<file path="config.mk">
export PLATFORM = sky130hd
export DESIGN_NAME = lin_status_flags
export DESIGN_NICKNAME = d
export VERILOG_FILES = /design/src/rtl/lin_status_pkg.sv /design/src/rtl/idle_tmr_if.sv /design/src/rtl/idle_timer.sv /design/src/rtl/lin_status_flags.sv
export SDC_FILE = /design/constraint.sdc
export NUM_CORES = 1
export LEC_CHECK = 0
export BUFFER_PORTS_ARGS = -buffer_cell sky130_fd_sc_hd__buf_4
export CORE_AREA = 5 5 73 108
export CTS_BUF_LIST = sky130_fd_sc_hd__clkbuf_4
export DETAILED_ROUTE_END_ITERATION = 8
export DIE_AREA = 0 0 78 113
export HOLD_SLACK_MARGIN = 0.15
export PLACE_DENSITY = 0.95
export SYNTH_ARGS = -nofsm -noshare
export SYNTH_HDL_FRONTEND = slang
export SYNTH_HIERARCHICAL = 1
export SYNTH_SLANG_ARGS = --single-unit
</file>
<file path="constraint.sdc">
create_clock -name clk_i -period 6.45 [get_ports clk_i]
set_input_delay 0.9675 -clock clk_i [delete_from_list [all_inputs] [get_ports clk_i]]
set_output_delay 0.9675 -clock clk_i [all_outputs]
set_load 0.005 [all_outputs]
</file>
<file path="src/rtl/lin_status_pkg.sv">
// constants for the lin status flag block: register map, field
// positions, reset values and the idle timeout count
// assumes a 200 mhz system clock and a 32-bit classic wishbone bus
package lin_status_pkg;
	// ==========================================================
	// register indices (byte address is four times the index)
	localparam logic [5:0] CTRL_IDX = 6'h08; // controller_control_reg
	localparam logic [5:0] STATUS_IDX = 6'h09; // bus_controller_status
	localparam logic [5:0] IRQ_STAT_IDX = 6'h0A; // sticky event bits
	localparam logic [5:0] IRQ_MASK_IDX = 6'h0B; // event enables
	// ==========================================================
	// status field positions
	localparam int ACT_BIT = 7; // bus activity
	localparam int IDLE_BIT = 6; // bus_idle_timeout
	localparam int ABORT_BIT = 5; // aborted transmission
	localparam int DREQ_BIT = 4; // data_request_flag
	localparam int INT_BIT = 3; // interrupt_pending_flag
	localparam int ERR_BIT = 2; // communication error
	localparam int WAKE_BIT = 1; // wakeup seen or sent
	localparam int DONE_BIT = 0; // transmission complete
	// ==========================================================
	// control field positions
	localparam int STOP_BIT = 7; // stop request, action only
	localparam int CLR_INT_BIT = 3; // clear_interrupt_bit, action only
	localparam int CLR_ERR_BIT = 2; // clear_error_bit, action only
	localparam int SLAVE_BIT = 0; // slave mode select, stored
	// ==========================================================
	// reset values
	localparam logic [7:0] STATUS_RST = 8'h00;
	localparam logic [7:0] IRQ_RST = 8'h00;
	localparam logic SLAVE_RST = 1'b0;
	// ==========================================================
	// idle timeout
	localparam int unsigned CLK_HZ = 200_000_000; // system clock rate
	localparam int unsigned IDLE_TIME_S = 4; // idle time in seconds
	localparam longint unsigned IDLE_CYCLES = 64'(IDLE_TIME_S) * 64'(CLK_HZ);
endpackage

</file>
<file path="src/rtl/idle_tmr_if.sv">
// handshake between the flag logic and its idle timer
// assumes both ends sit on the same system clock
`timescale 1ns/10ps
`default_nettype none
interface idle_tmr_if;
	logic run; // timer may count
	logic restart; // bus activity seen, start over
	logic expired; // idle time has elapsed
	modport ctl (output run, output restart, input expired);
	modport tmr (input run, input restart, output expired);
endinterface
`default_nettype wire

</file>
<file path="src/rtl/idle_timer.sv">
// idle timer: counts quiet cycles while allowed, flags expiry
// assumes run and restart come from logic on the same clock
`timescale 1ns/10ps
`default_nettype none
module idle_timer #(
	parameter int unsigned IDLE_CYCLES = 32'(lin_status_pkg::IDLE_CYCLES)
) (
	// clock, reset, enable
	input wire logic clk_i,
	input wire logic rst_i,
	input wire logic ce_i,
	// control side
	idle_tmr_if.tmr tif
);
	logic [31:0] count; // quiet cycles so far
	logic [31:0] next_count;
	logic expired; // latched expiry
	logic next_expired;

	// ==========================================================
	// next state: restart or stop clears, otherwise count up
	always_comb begin
		next_count = count;
		next_expired = expired;
		if (tif.restart || !tif.run) begin
			next_count = 32'h0000_0000;
			next_expired = 1'b0;
		end else if (count >= IDLE_CYCLES - 32'h0000_0001) begin
			next_expired = 1'b1; // hold at the limit
		end else begin
			next_count = count + 32'h0000_0001;
		end
	end

	// registers, frozen while the clock enable is low
	always_ff @(posedge clk_i) begin
		if (rst_i) begin
			count <= 32'h0000_0000;
			expired <= 1'b0;
		end else if (ce_i) begin
			count <= next_count;
			expired <= next_expired;
		end
	end

	assign tif.expired = expired;
endmodule
`default_nettype wire

</file>
<file path="src/rtl/lin_status_flags.sv">
// lin controller status flags with wishbone register access
// assumes protocol engine events arrive as single-cycle pulses
// on clk_i; levels bus_active_i, sleep_i, wake_tx_i likewise
//
// How it works
// RULE_01: activity flag follows detected bus activity
// RULE_02: slave idle four seconds, not asleep: flag
// RULE_03: slave abort on busy break or stop
// RULE_04: slave clean break clears the abort flag
// RULE_05: slave identifier received sets data request
// RULE_06: interrupt flag cleared only by clear bit
// RULE_07: error flag cleared only by clear bit
// RULE_08: wakeup flag while sending or after receiving
// RULE_09: done cleared at transmission start
// RULE_10: done set when transmission finishes
// RULE_11: all status flags zero after reset
// RULE_12: status register ignores writes
//
// The Wishbone interface to the registers was chosen for this implementation.
`timescale 1ns/10ps
`default_nettype none
module lin_status_flags #(
	parameter int unsigned IDLE_CYCLES = 32'(lin_status_pkg::IDLE_CYCLES)
) (
	// clock, reset, enable
	input wire logic clk_i,
	input wire logic rst_i,
	input wire logic ce_i,
	// wishbone slave
	input wire logic wb_cyc_i,
	input wire logic wb_stb_i,
	input wire logic wb_we_i,
	input wire logic [7:0] wb_adr_i,
	input wire logic [3:0] wb_sel_i,
	input wire logic [31:0] wb_dat_i,
	output logic [31:0] wb_dat_o,
	output logic wb_ack_o,
	// protocol engine events
	input wire logic bus_active_i,
	input wire logic sleep_i,
	input wire logic synch_break_i,
	input wire logic tx_start_i,
	input wire logic tx_end_i,
	input wire logic id_rx_i,
	input wire logic int_req_i,
	input wire logic err_i,
	input wire logic wake_tx_i,
	input wire logic wake_rx_i,
	// outputs
	output logic [7:0] status_o,
	output logic stop_o,
	output logic irq_o
);
	// ==========================================================
	// state
	logic [7:0] flags; // bus_controller_status
	logic [7:0] next_flags;
	logic in_tx; // transmission under way
	logic next_in_tx;
	logic wake_rx_seen; // wakeup received, held
	logic next_wake_rx_seen;
	logic slave_mode; // stored control bit
	logic next_slave_mode;
	logic [7:0] irq_stat; // sticky event bits
	logic [7:0] next_irq_stat;
	logic [7:0] irq_mask; // event enables
	logic [7:0] next_irq_mask;
	logic ack; // bus answer
	logic next_ack;
	logic [31:0] rdata; // bus read data
	logic [31:0] next_rdata;
	logic stop_pulse; // stop strobe to the engine
	logic next_stop_pulse;
	logic irq; // interrupt line
	logic next_irq;

	// ==========================================================
	// bus decode
	logic req; // new access, not yet answered
	logic wr_lane0; // write hitting the low byte
	logic ctrl_wr; // write to control
	logic stop_cmd; // stop requested
	logic clr_int_cmd; // clear_interrupt_bit written
	logic clr_err_cmd; // clear_error_bit written
	logic [7:0] events; // flags that rise this cycle

	assign req = wb_cyc_i && wb_stb_i && !ack;
	assign wr_lane0 = req && wb_we_i && wb_sel_i[0];
	assign ctrl_wr = wr_lane0 && (wb_adr_i[7:2] == lin_status_pkg::CTRL_IDX);
	assign stop_cmd = ctrl_wr && wb_dat_i[lin_status_pkg::STOP_BIT];
	assign clr_int_cmd = ctrl_wr && wb_dat_i[lin_status_pkg::CLR_INT_BIT];
	assign clr_err_cmd = ctrl_wr && wb_dat_i[lin_status_pkg::CLR_ERR_BIT];

	// ==========================================================
	// idle timer
	idle_tmr_if tif ();

	// counts only in slave mode while awake and quiet
	assign tif.run = slave_mode && !sleep_i; // RULE_02
	assign tif.restart = bus_active_i;

	idle_timer #(.IDLE_CYCLES(IDLE_CYCLES)) u_idle (
		.clk_i(clk_i),
		.rst_i(rst_i),
		.ce_i(ce_i),
		.tif(tif)
	);

	// ==========================================================
	// flag next values; hardware sets win over software clears
	always_comb begin
		next_flags = flags;
		next_in_tx = in_tx;
		next_wake_rx_seen = wake_rx_seen;
		// activity mirrors the engine
		next_flags[lin_status_pkg::ACT_BIT] = bus_active_i; // RULE_01
		// idle timeout only in slave mode, before sleep
		next_flags[lin_status_pkg::IDLE_BIT] = tif.expired && slave_mode && !sleep_i; // RULE_02
		// abort: clean break clears, busy break or stop sets
		if (slave_mode && synch_break_i && !in_tx) begin
			next_flags[lin_status_pkg::ABORT_BIT] = 1'b0; // RULE_04
		end
		if (slave_mode && ((synch_break_i && in_tx) || stop_cmd)) begin
			next_flags[lin_status_pkg::ABORT_BIT] = 1'b1; // RULE_03
		end
		// data request: new frame clears, identifier sets
		if (synch_break_i) begin
			next_flags[lin_status_pkg::DREQ_BIT] = 1'b0;
		end
		if (slave_mode && id_rx_i) begin
			next_flags[lin_status_pkg::DREQ_BIT] = 1'b1; // RULE_05
		end
		// pending interrupt, software clear only
		if (clr_int_cmd) begin
			next_flags[lin_status_pkg::INT_BIT] = 1'b0; // RULE_06
		end
		if (int_req_i) begin
			next_flags[lin_status_pkg::INT_BIT] = 1'b1; // RULE_06
		end
		// error, software clear only
		if (clr_err_cmd) begin
			next_flags[lin_status_pkg::ERR_BIT] = 1'b0; // RULE_07
		end
		if (err_i) begin
			next_flags[lin_status_pkg::ERR_BIT] = 1'b1; // RULE_07
		end
		// received wakeup held until the next transmission
		if (tx_start_i) begin
			next_wake_rx_seen = 1'b0;
		end
		if (wake_rx_i) begin
			next_wake_rx_seen = 1'b1;
		end
		next_flags[lin_status_pkg::WAKE_BIT] = wake_tx_i || next_wake_rx_seen; // RULE_08
		// done: start clears, end sets
		if (tx_start_i) begin
			next_in_tx = 1'b1;
			next_flags[lin_status_pkg::DONE_BIT] = 1'b0; // RULE_09
		end
		if (tx_end_i) begin
			next_in_tx = 1'b0;
			next_flags[lin_status_pkg::DONE_BIT] = 1'b1; // RULE_10
		end
	end

	// flag registers; reset overrides the clock enable
	always_ff @(posedge clk_i) begin
		if (rst_i) begin
			flags <= lin_status_pkg::STATUS_RST; // RULE_11
			in_tx <= 1'b0;
			wake_rx_seen <= 1'b0;
		end else if (ce_i) begin
			flags <= next_flags;
			in_tx <= next_in_tx;
			wake_rx_seen <= next_wake_rx_seen;
		end
	end

	// ==========================================================
	// interrupt status: rising flags latch, write one to clear
	assign events = next_flags & ~flags;

	genvar gi;
	generate
		for (gi = 0; gi < 8; gi++) begin : g_irq
			always_comb begin
				next_irq_stat[gi] = irq_stat[gi];
				// a write of one clears the bit
				if (wr_lane0 && (wb_adr_i[7:2] == lin_status_pkg::IRQ_STAT_IDX)
						&& wb_dat_i[gi]) begin
					next_irq_stat[gi] = 1'b0;
				end
				// a new event beats the clear
				if (events[gi]) begin
					next_irq_stat[gi] = 1'b1;
				end
			end
		end
	endgenerate

	// ==========================================================
	// bus registers, answer and outputs
	always_comb begin
		next_slave_mode = slave_mode;
		next_irq_mask = irq_mask;
		next_ack = wb_cyc_i && wb_stb_i && !ack;
		next_rdata = 32'h0000_0000;
		// stop strobe lasts one cycle
		next_stop_pulse = stop_cmd;
		if (ctrl_wr) begin
			next_slave_mode = wb_dat_i[lin_status_pkg::SLAVE_BIT];
		end
		if (wr_lane0 && (wb_adr_i[7:2] == lin_status_pkg::IRQ_MASK_IDX)) begin
			next_irq_mask = wb_dat_i[7:0];
		end
		// a write to the status index stores nothing
		if (req && !wb_we_i) begin
			unique case (wb_adr_i[7:2])
				lin_status_pkg::CTRL_IDX: begin
					next_rdata[lin_status_pkg::SLAVE_BIT] = slave_mode;
				end
				lin_status_pkg::STATUS_IDX: begin
					next_rdata[7:0] = flags; // RULE_12
				end
				lin_status_pkg::IRQ_STAT_IDX: begin
					next_rdata[7:0] = irq_stat;
				end
				lin_status_pkg::IRQ_MASK_IDX: begin
					next_rdata[7:0] = irq_mask;
				end
				default: begin
					next_rdata = 32'h0000_0000; // unmapped reads zero
				end
			endcase
		end
		next_irq = |(next_irq_stat & next_irq_mask);
	end

	// bus and interrupt registers
	always_ff @(posedge clk_i) begin
		if (rst_i) begin
			slave_mode <= lin_status_pkg::SLAVE_RST;
			irq_stat <= lin_status_pkg::IRQ_RST;
			irq_mask <= lin_status_pkg::IRQ_RST;
			ack <= 1'b0;
			rdata <= 32'h0000_0000;
			stop_pulse <= 1'b0;
			irq <= 1'b0;
		end else if (ce_i) begin
			slave_mode <= next_slave_mode;
			irq_stat <= next_irq_stat;
			irq_mask <= next_irq_mask;
			ack <= next_ack;
			rdata <= next_rdata;
			stop_pulse <= next_stop_pulse;
			irq <= next_irq;
		end
	end

	assign wb_ack_o = ack;
	assign wb_dat_o = rdata;
	assign status_o = flags;
	assign stop_o = stop_pulse;
	assign irq_o = irq;

	// ==========================================================
	// checks
	logic hw_quiet; // no event that may move a flag
	assign hw_quiet = !synch_break_i && !tx_start_i && !tx_end_i && !id_rx_i
		&& !int_req_i && !err_i && !wake_rx_i && !tif.expired
		&& (bus_active_i == flags[lin_status_pkg::ACT_BIT])
		&& (wake_tx_i == flags[lin_status_pkg::WAKE_BIT]);

	a_active_follows: assert property (@(posedge clk_i) disable iff (rst_i) // RULE_01
		ce_i |=> flags[lin_status_pkg::ACT_BIT] == $past(bus_active_i))
		else $error("activity flag does not follow the bus");

	a_idle_slave_only: assert property (@(posedge clk_i) disable iff (rst_i) // RULE_02
		ce_i && (!slave_mode || sleep_i) |=> !flags[lin_status_pkg::IDLE_BIT])
		else $error("idle flag set outside awake slave mode");

	a_abort_on_break: assert property (@(posedge clk_i) disable iff (rst_i) // RULE_03
		ce_i && slave_mode && (stop_cmd || (synch_break_i && in_tx))
		|=> flags[lin_status_pkg::ABORT_BIT])
		else $error("abort flag missed");

	a_abort_cleared: assert property (@(posedge clk_i) disable iff (rst_i) // RULE_04
		ce_i && slave_mode && synch_break_i && !in_tx && !stop_cmd
		|=> !flags[lin_status_pkg::ABORT_BIT])
		else $error("abort flag not cleared by clean break");

	a_dreq_set: assert property (@(posedge clk_i) disable iff (rst_i) // RULE_05
		ce_i && slave_mode && id_rx_i |=> flags[lin_status_pkg::DREQ_BIT])
		else $error("data request flag missed");

	a_int_held: assert property (@(posedge clk_i) disable iff (rst_i) // RULE_06
		ce_i && flags[lin_status_pkg::INT_BIT] && !clr_int_cmd
		|=> flags[lin_status_pkg::INT_BIT])
		else $error("interrupt flag dropped without clear");

	a_err_clear: assert property (@(posedge clk_i) disable iff (rst_i) // RULE_07
		ce_i && clr_err_cmd && !err_i |=> !flags[lin_status_pkg::ERR_BIT])
		else $error("error flag not cleared");

	a_wake_tx: assert property (@(posedge clk_i) disable iff (rst_i) // RULE_08
		ce_i && wake_tx_i |=> flags[lin_status_pkg::WAKE_BIT])
		else $error("wakeup flag low while sending");

	a_done_start: assert property (@(posedge clk_i) disable iff (rst_i) // RULE_09
		ce_i && tx_start_i && !tx_end_i |=> !flags[lin_status_pkg::DONE_BIT])
		else $error("done flag not cleared at start");

	a_done_end: assert property (@(posedge clk_i) disable iff (rst_i) // RULE_10
		ce_i && tx_end_i |=> flags[lin_status_pkg::DONE_BIT] && !in_tx)
		else $error("done flag not set at end");

	a_reset_zero: assert property (@(posedge clk_i) // RULE_11
		rst_i |=> status_o == 8'h00)
		else $error("status not zero after reset");

	a_status_ro: assert property (@(posedge clk_i) disable iff (rst_i) // RULE_12
		ce_i && req && wb_we_i && (wb_adr_i[7:2] == lin_status_pkg::STATUS_IDX)
		&& hw_quiet |=> $stable(flags))
		else $error("status moved on a direct write");
endmodule
`default_nettype wire

</file>
==> impl_metrics.json <==
{
  "synth_area_mm2": 0.003931,
  "placedCellCount": 583,
  "grt_pass1_wl_mm": 16.22,
  "overflow": 0,
  "drive_above_1_share_pct": 17.47,
  "dr.first_iter.drc_count": 342,
  "die_h_um": 113,
  "core_mm2": 0.006805,
  "yosysSeqAreaShare_pct": 36.16,
  "dp_hpwl_mm": 7.034,
  "synth_edf_count": 0,
  "cts_inserted_buffers": 9,
  "fin_cells": 599,
  "yosys_warnings": 6,
  "grt_setup_unrepaired": "false",
  "final-setup-viol-count": 0,
  "finClkSkew_ns": 0.01947,
  "ctsHtreeMaxLevel": 3,
  "synth_cell_type_count": 63,
  "final_common_cell": "dfxtp_1",
  "synthArstFlopShare_pct": 0,
  "finalPower_uw": 817.4,
  "place.gp.congestion": 0.9374,
  "netlist_instances": 481,
  "track_usage_pct": 22.22,
  "leakage_nw": 1.624,
  "initial_utilization_pct": 57.77,
  "clkLatencyLatePin_ns": 0.42,
  "synth-seq-cells": 71,
  "detail_route.wl_per_cell_um": 16.60,
  "clock_path_buffers": 2,
  "fin_setup_tns_ns": 0,
  "hold_buffers": 0,
  "post-route-period-util_pct": 44.26,
  "ir_drop_uv": 180.8,
  "crit_buf_inv": 1,
  "max-cap-violations": 0,
  "finalWirelength_mm": 9.945,
  "vias": 3682,
  "area_growth_pct": 10.63,
  "layout_common_cells": "dfxtp_1 (71), nor2_1 (56), buf_4 (49)",
  "cts_tree": "done",
  "p_per_area_mw_per_mm2": 188.0,
  "drtAntennaViolNets": 0,
  "insertedDiodeCount": 0,
  "cp_max_fo": 11,
  "ctsResizeCount": 0,
  "crit_path_start_kind": "input pin",
  "avgSynthCellArea_um2": 8.173,
  "critical_path_class": "in -> reg",
  "critical-path-slowest-cell": "nor4_4",
  "critPathTopFamily": "simple AND/OR/NAND/NOR gates",
  "clockRootBuffer": "clkbuf_4",
  "clk_pin_slew_worst_paths_ns": 0.12,
  "synth_top_area_share_pct": 36.16,
  "max_freq_ghz": 0.3503,
  "outcome": "completed",
  "endpoint_kind": "flip-flop",
  "synth_top_area_cell": "dfxtp_1",
  "clock-sinks": 71,
  "slew_headroom_pct": 14.43,
  "dieArea_mm2": 0.008814,
  "final_nets": 577,
  "path_cells": "buf_4 > or4b_4 > nor4_4 > mux2_2 > o21ai_0 > o311a_1 > a311oi_2",
  "antenna_found_initial": 0,
  "drt_pre_antenna_iters": 5,
  "crit_arrival_ns": 3.16,
  "worst_pin_slew_ns": 1.266,
  "post_cts_buffers": 0,
  "period_needed_ns": 2.855,
  "drc_errors": 0,
  "max_stage_delay_ns": 0.69,
  "synth_ff_type": "dfxtp_1",
  "hold_viol_final": 0,
  "die_w_um": 78,
  "grt_max_degree": 59,
  "yosys-top-cells-area": "dfxtp_1 (36%), nor2_1 (5.3%), buf_4 (4.6%), a21oi_1 (4.5%), nand2_1 (4.0%)",
  "hp-class": "reg -> reg",
  "timing.final.max_slew_violations": 0,
  "row_count": 37,
  "viasPerCell": 6.147,
  "grt_pass1_vias": 3602,
  "cp_data_required_time_ns": 6.75,
  "portBuffers": 49,
  "fillers": 560,
  "pin_count": 103
}
[metal layers]
metal / vias up / GRT usage, % / part of all wire [%]
met5: - / 0 / 0
met4: 0 / 11.05 / 2.8
met3: 31 / 6.131 / 7.9
met2: 179 / 39.21 / 51
met1: 1717 / 23.94 / 38
li1: 1755 / - / -
[worst register-to-register path, cell delays in order, from the launching register on]
cell and delay (ns):
dfxtp_1 0.47, inv_1 0.10, nor2_1 0.25, nand2b_1 0.19, a21o_1 0.43, a21oi_1 0.86
o21ai_1 0.19, o31ai_1 0.11
[kinds of logic (layout without fill, tap and decap cells)]
kind of cell               Yosys count  after routing  share of synthesized area [%]
and+or+nand+nor                    206            206                          28.71
AOI/OAI and AO/OA                  112            112                          18.56
DFF                                 71             71                          36.16
buffers and inverters               59             76                          8.147
muxes                               17             17                          4.901
xor gates and xnor gates            14             14                          3.119
adders and majority gates            1              1                         0.3182
other                                1             24                        0.09539
[synthesized netlist by cell type, types with 12 or more instances]
cell type  count
a21oi_1       35
dfxtp_1       71
nor2_1        56
clkbuf_1      13
o21ai_1       12
nand2_1       42
nand3_1       19
xnor2_1       12
buf_4         24
[flip-flops by register name (all words and copies together) (netlist names), 8 cells and up]
register / flops
irq_mask: 8
irq_stat: 8
status_o: 8
u_idle/count: 32
wb_dat_o: 8
[stage by stage]
stage / area (um^2) / hold WS (ns) / setup slack (ns) / utilization [%]
2_1_floorplan: 4018 / 0.4209 / 3.674 / -
3_3_place_gp: 4204 / 0.4345 / 3.211 / 61.78
3_5_place_dp: 4204 / 0.4358 / 3.196 / 61.78
4_1_cts: 4349 / 0.4683 / 3.647 / 63.91
5_1_grt: 4349 / 0.4907 / 3.552 / 63.91
6_report: 4349 / 0.4712 / 3.595 / 63.91
[path summary, 6_finish.rpt]
path                            startpoint                             to  slack (ns)  cells past startpoint
max                            wb_adr_i[4]             irq_o$_SDFFE_PP0P_        3.60                      7
min          u_idle/count[31]$_SDFFE_PP0P_  u_idle/count[31]$_SDFFE_PP0P_        0.47                      1
max reg2reg        slave_mode$_SDFFE_PP0P_  u_idle/count[26]$_SDFFE_PP0P_        3.75                      7
min reg2reg  u_idle/count[31]$_SDFFE_PP0P_  u_idle/count[31]$_SDFFE_PP0P_        0.47                      1
[layout make-up]
type	count	area, um^2	area share (%)
multi-input cells	374	2276	52.33
flip-flops and latches	71	1421	32.68
repair buffers	49	367.9	8.458
well taps	78	97.59	2.244
clock buffers	10	75.07	1.726
clock inverters	6	70.07	1.611
inverters	11	41.29	0.9494
[report_power, final]
group | switching, mW | total (mW) | internal [mW]
sequential | 0.00594 | 0.451 | 0.445
combinational | 0.0450 | 0.0764 | 0.0314
clock | 0.165 | 0.290 | 0.125
No activity file was read; power rests on OpenSTA's default activity.
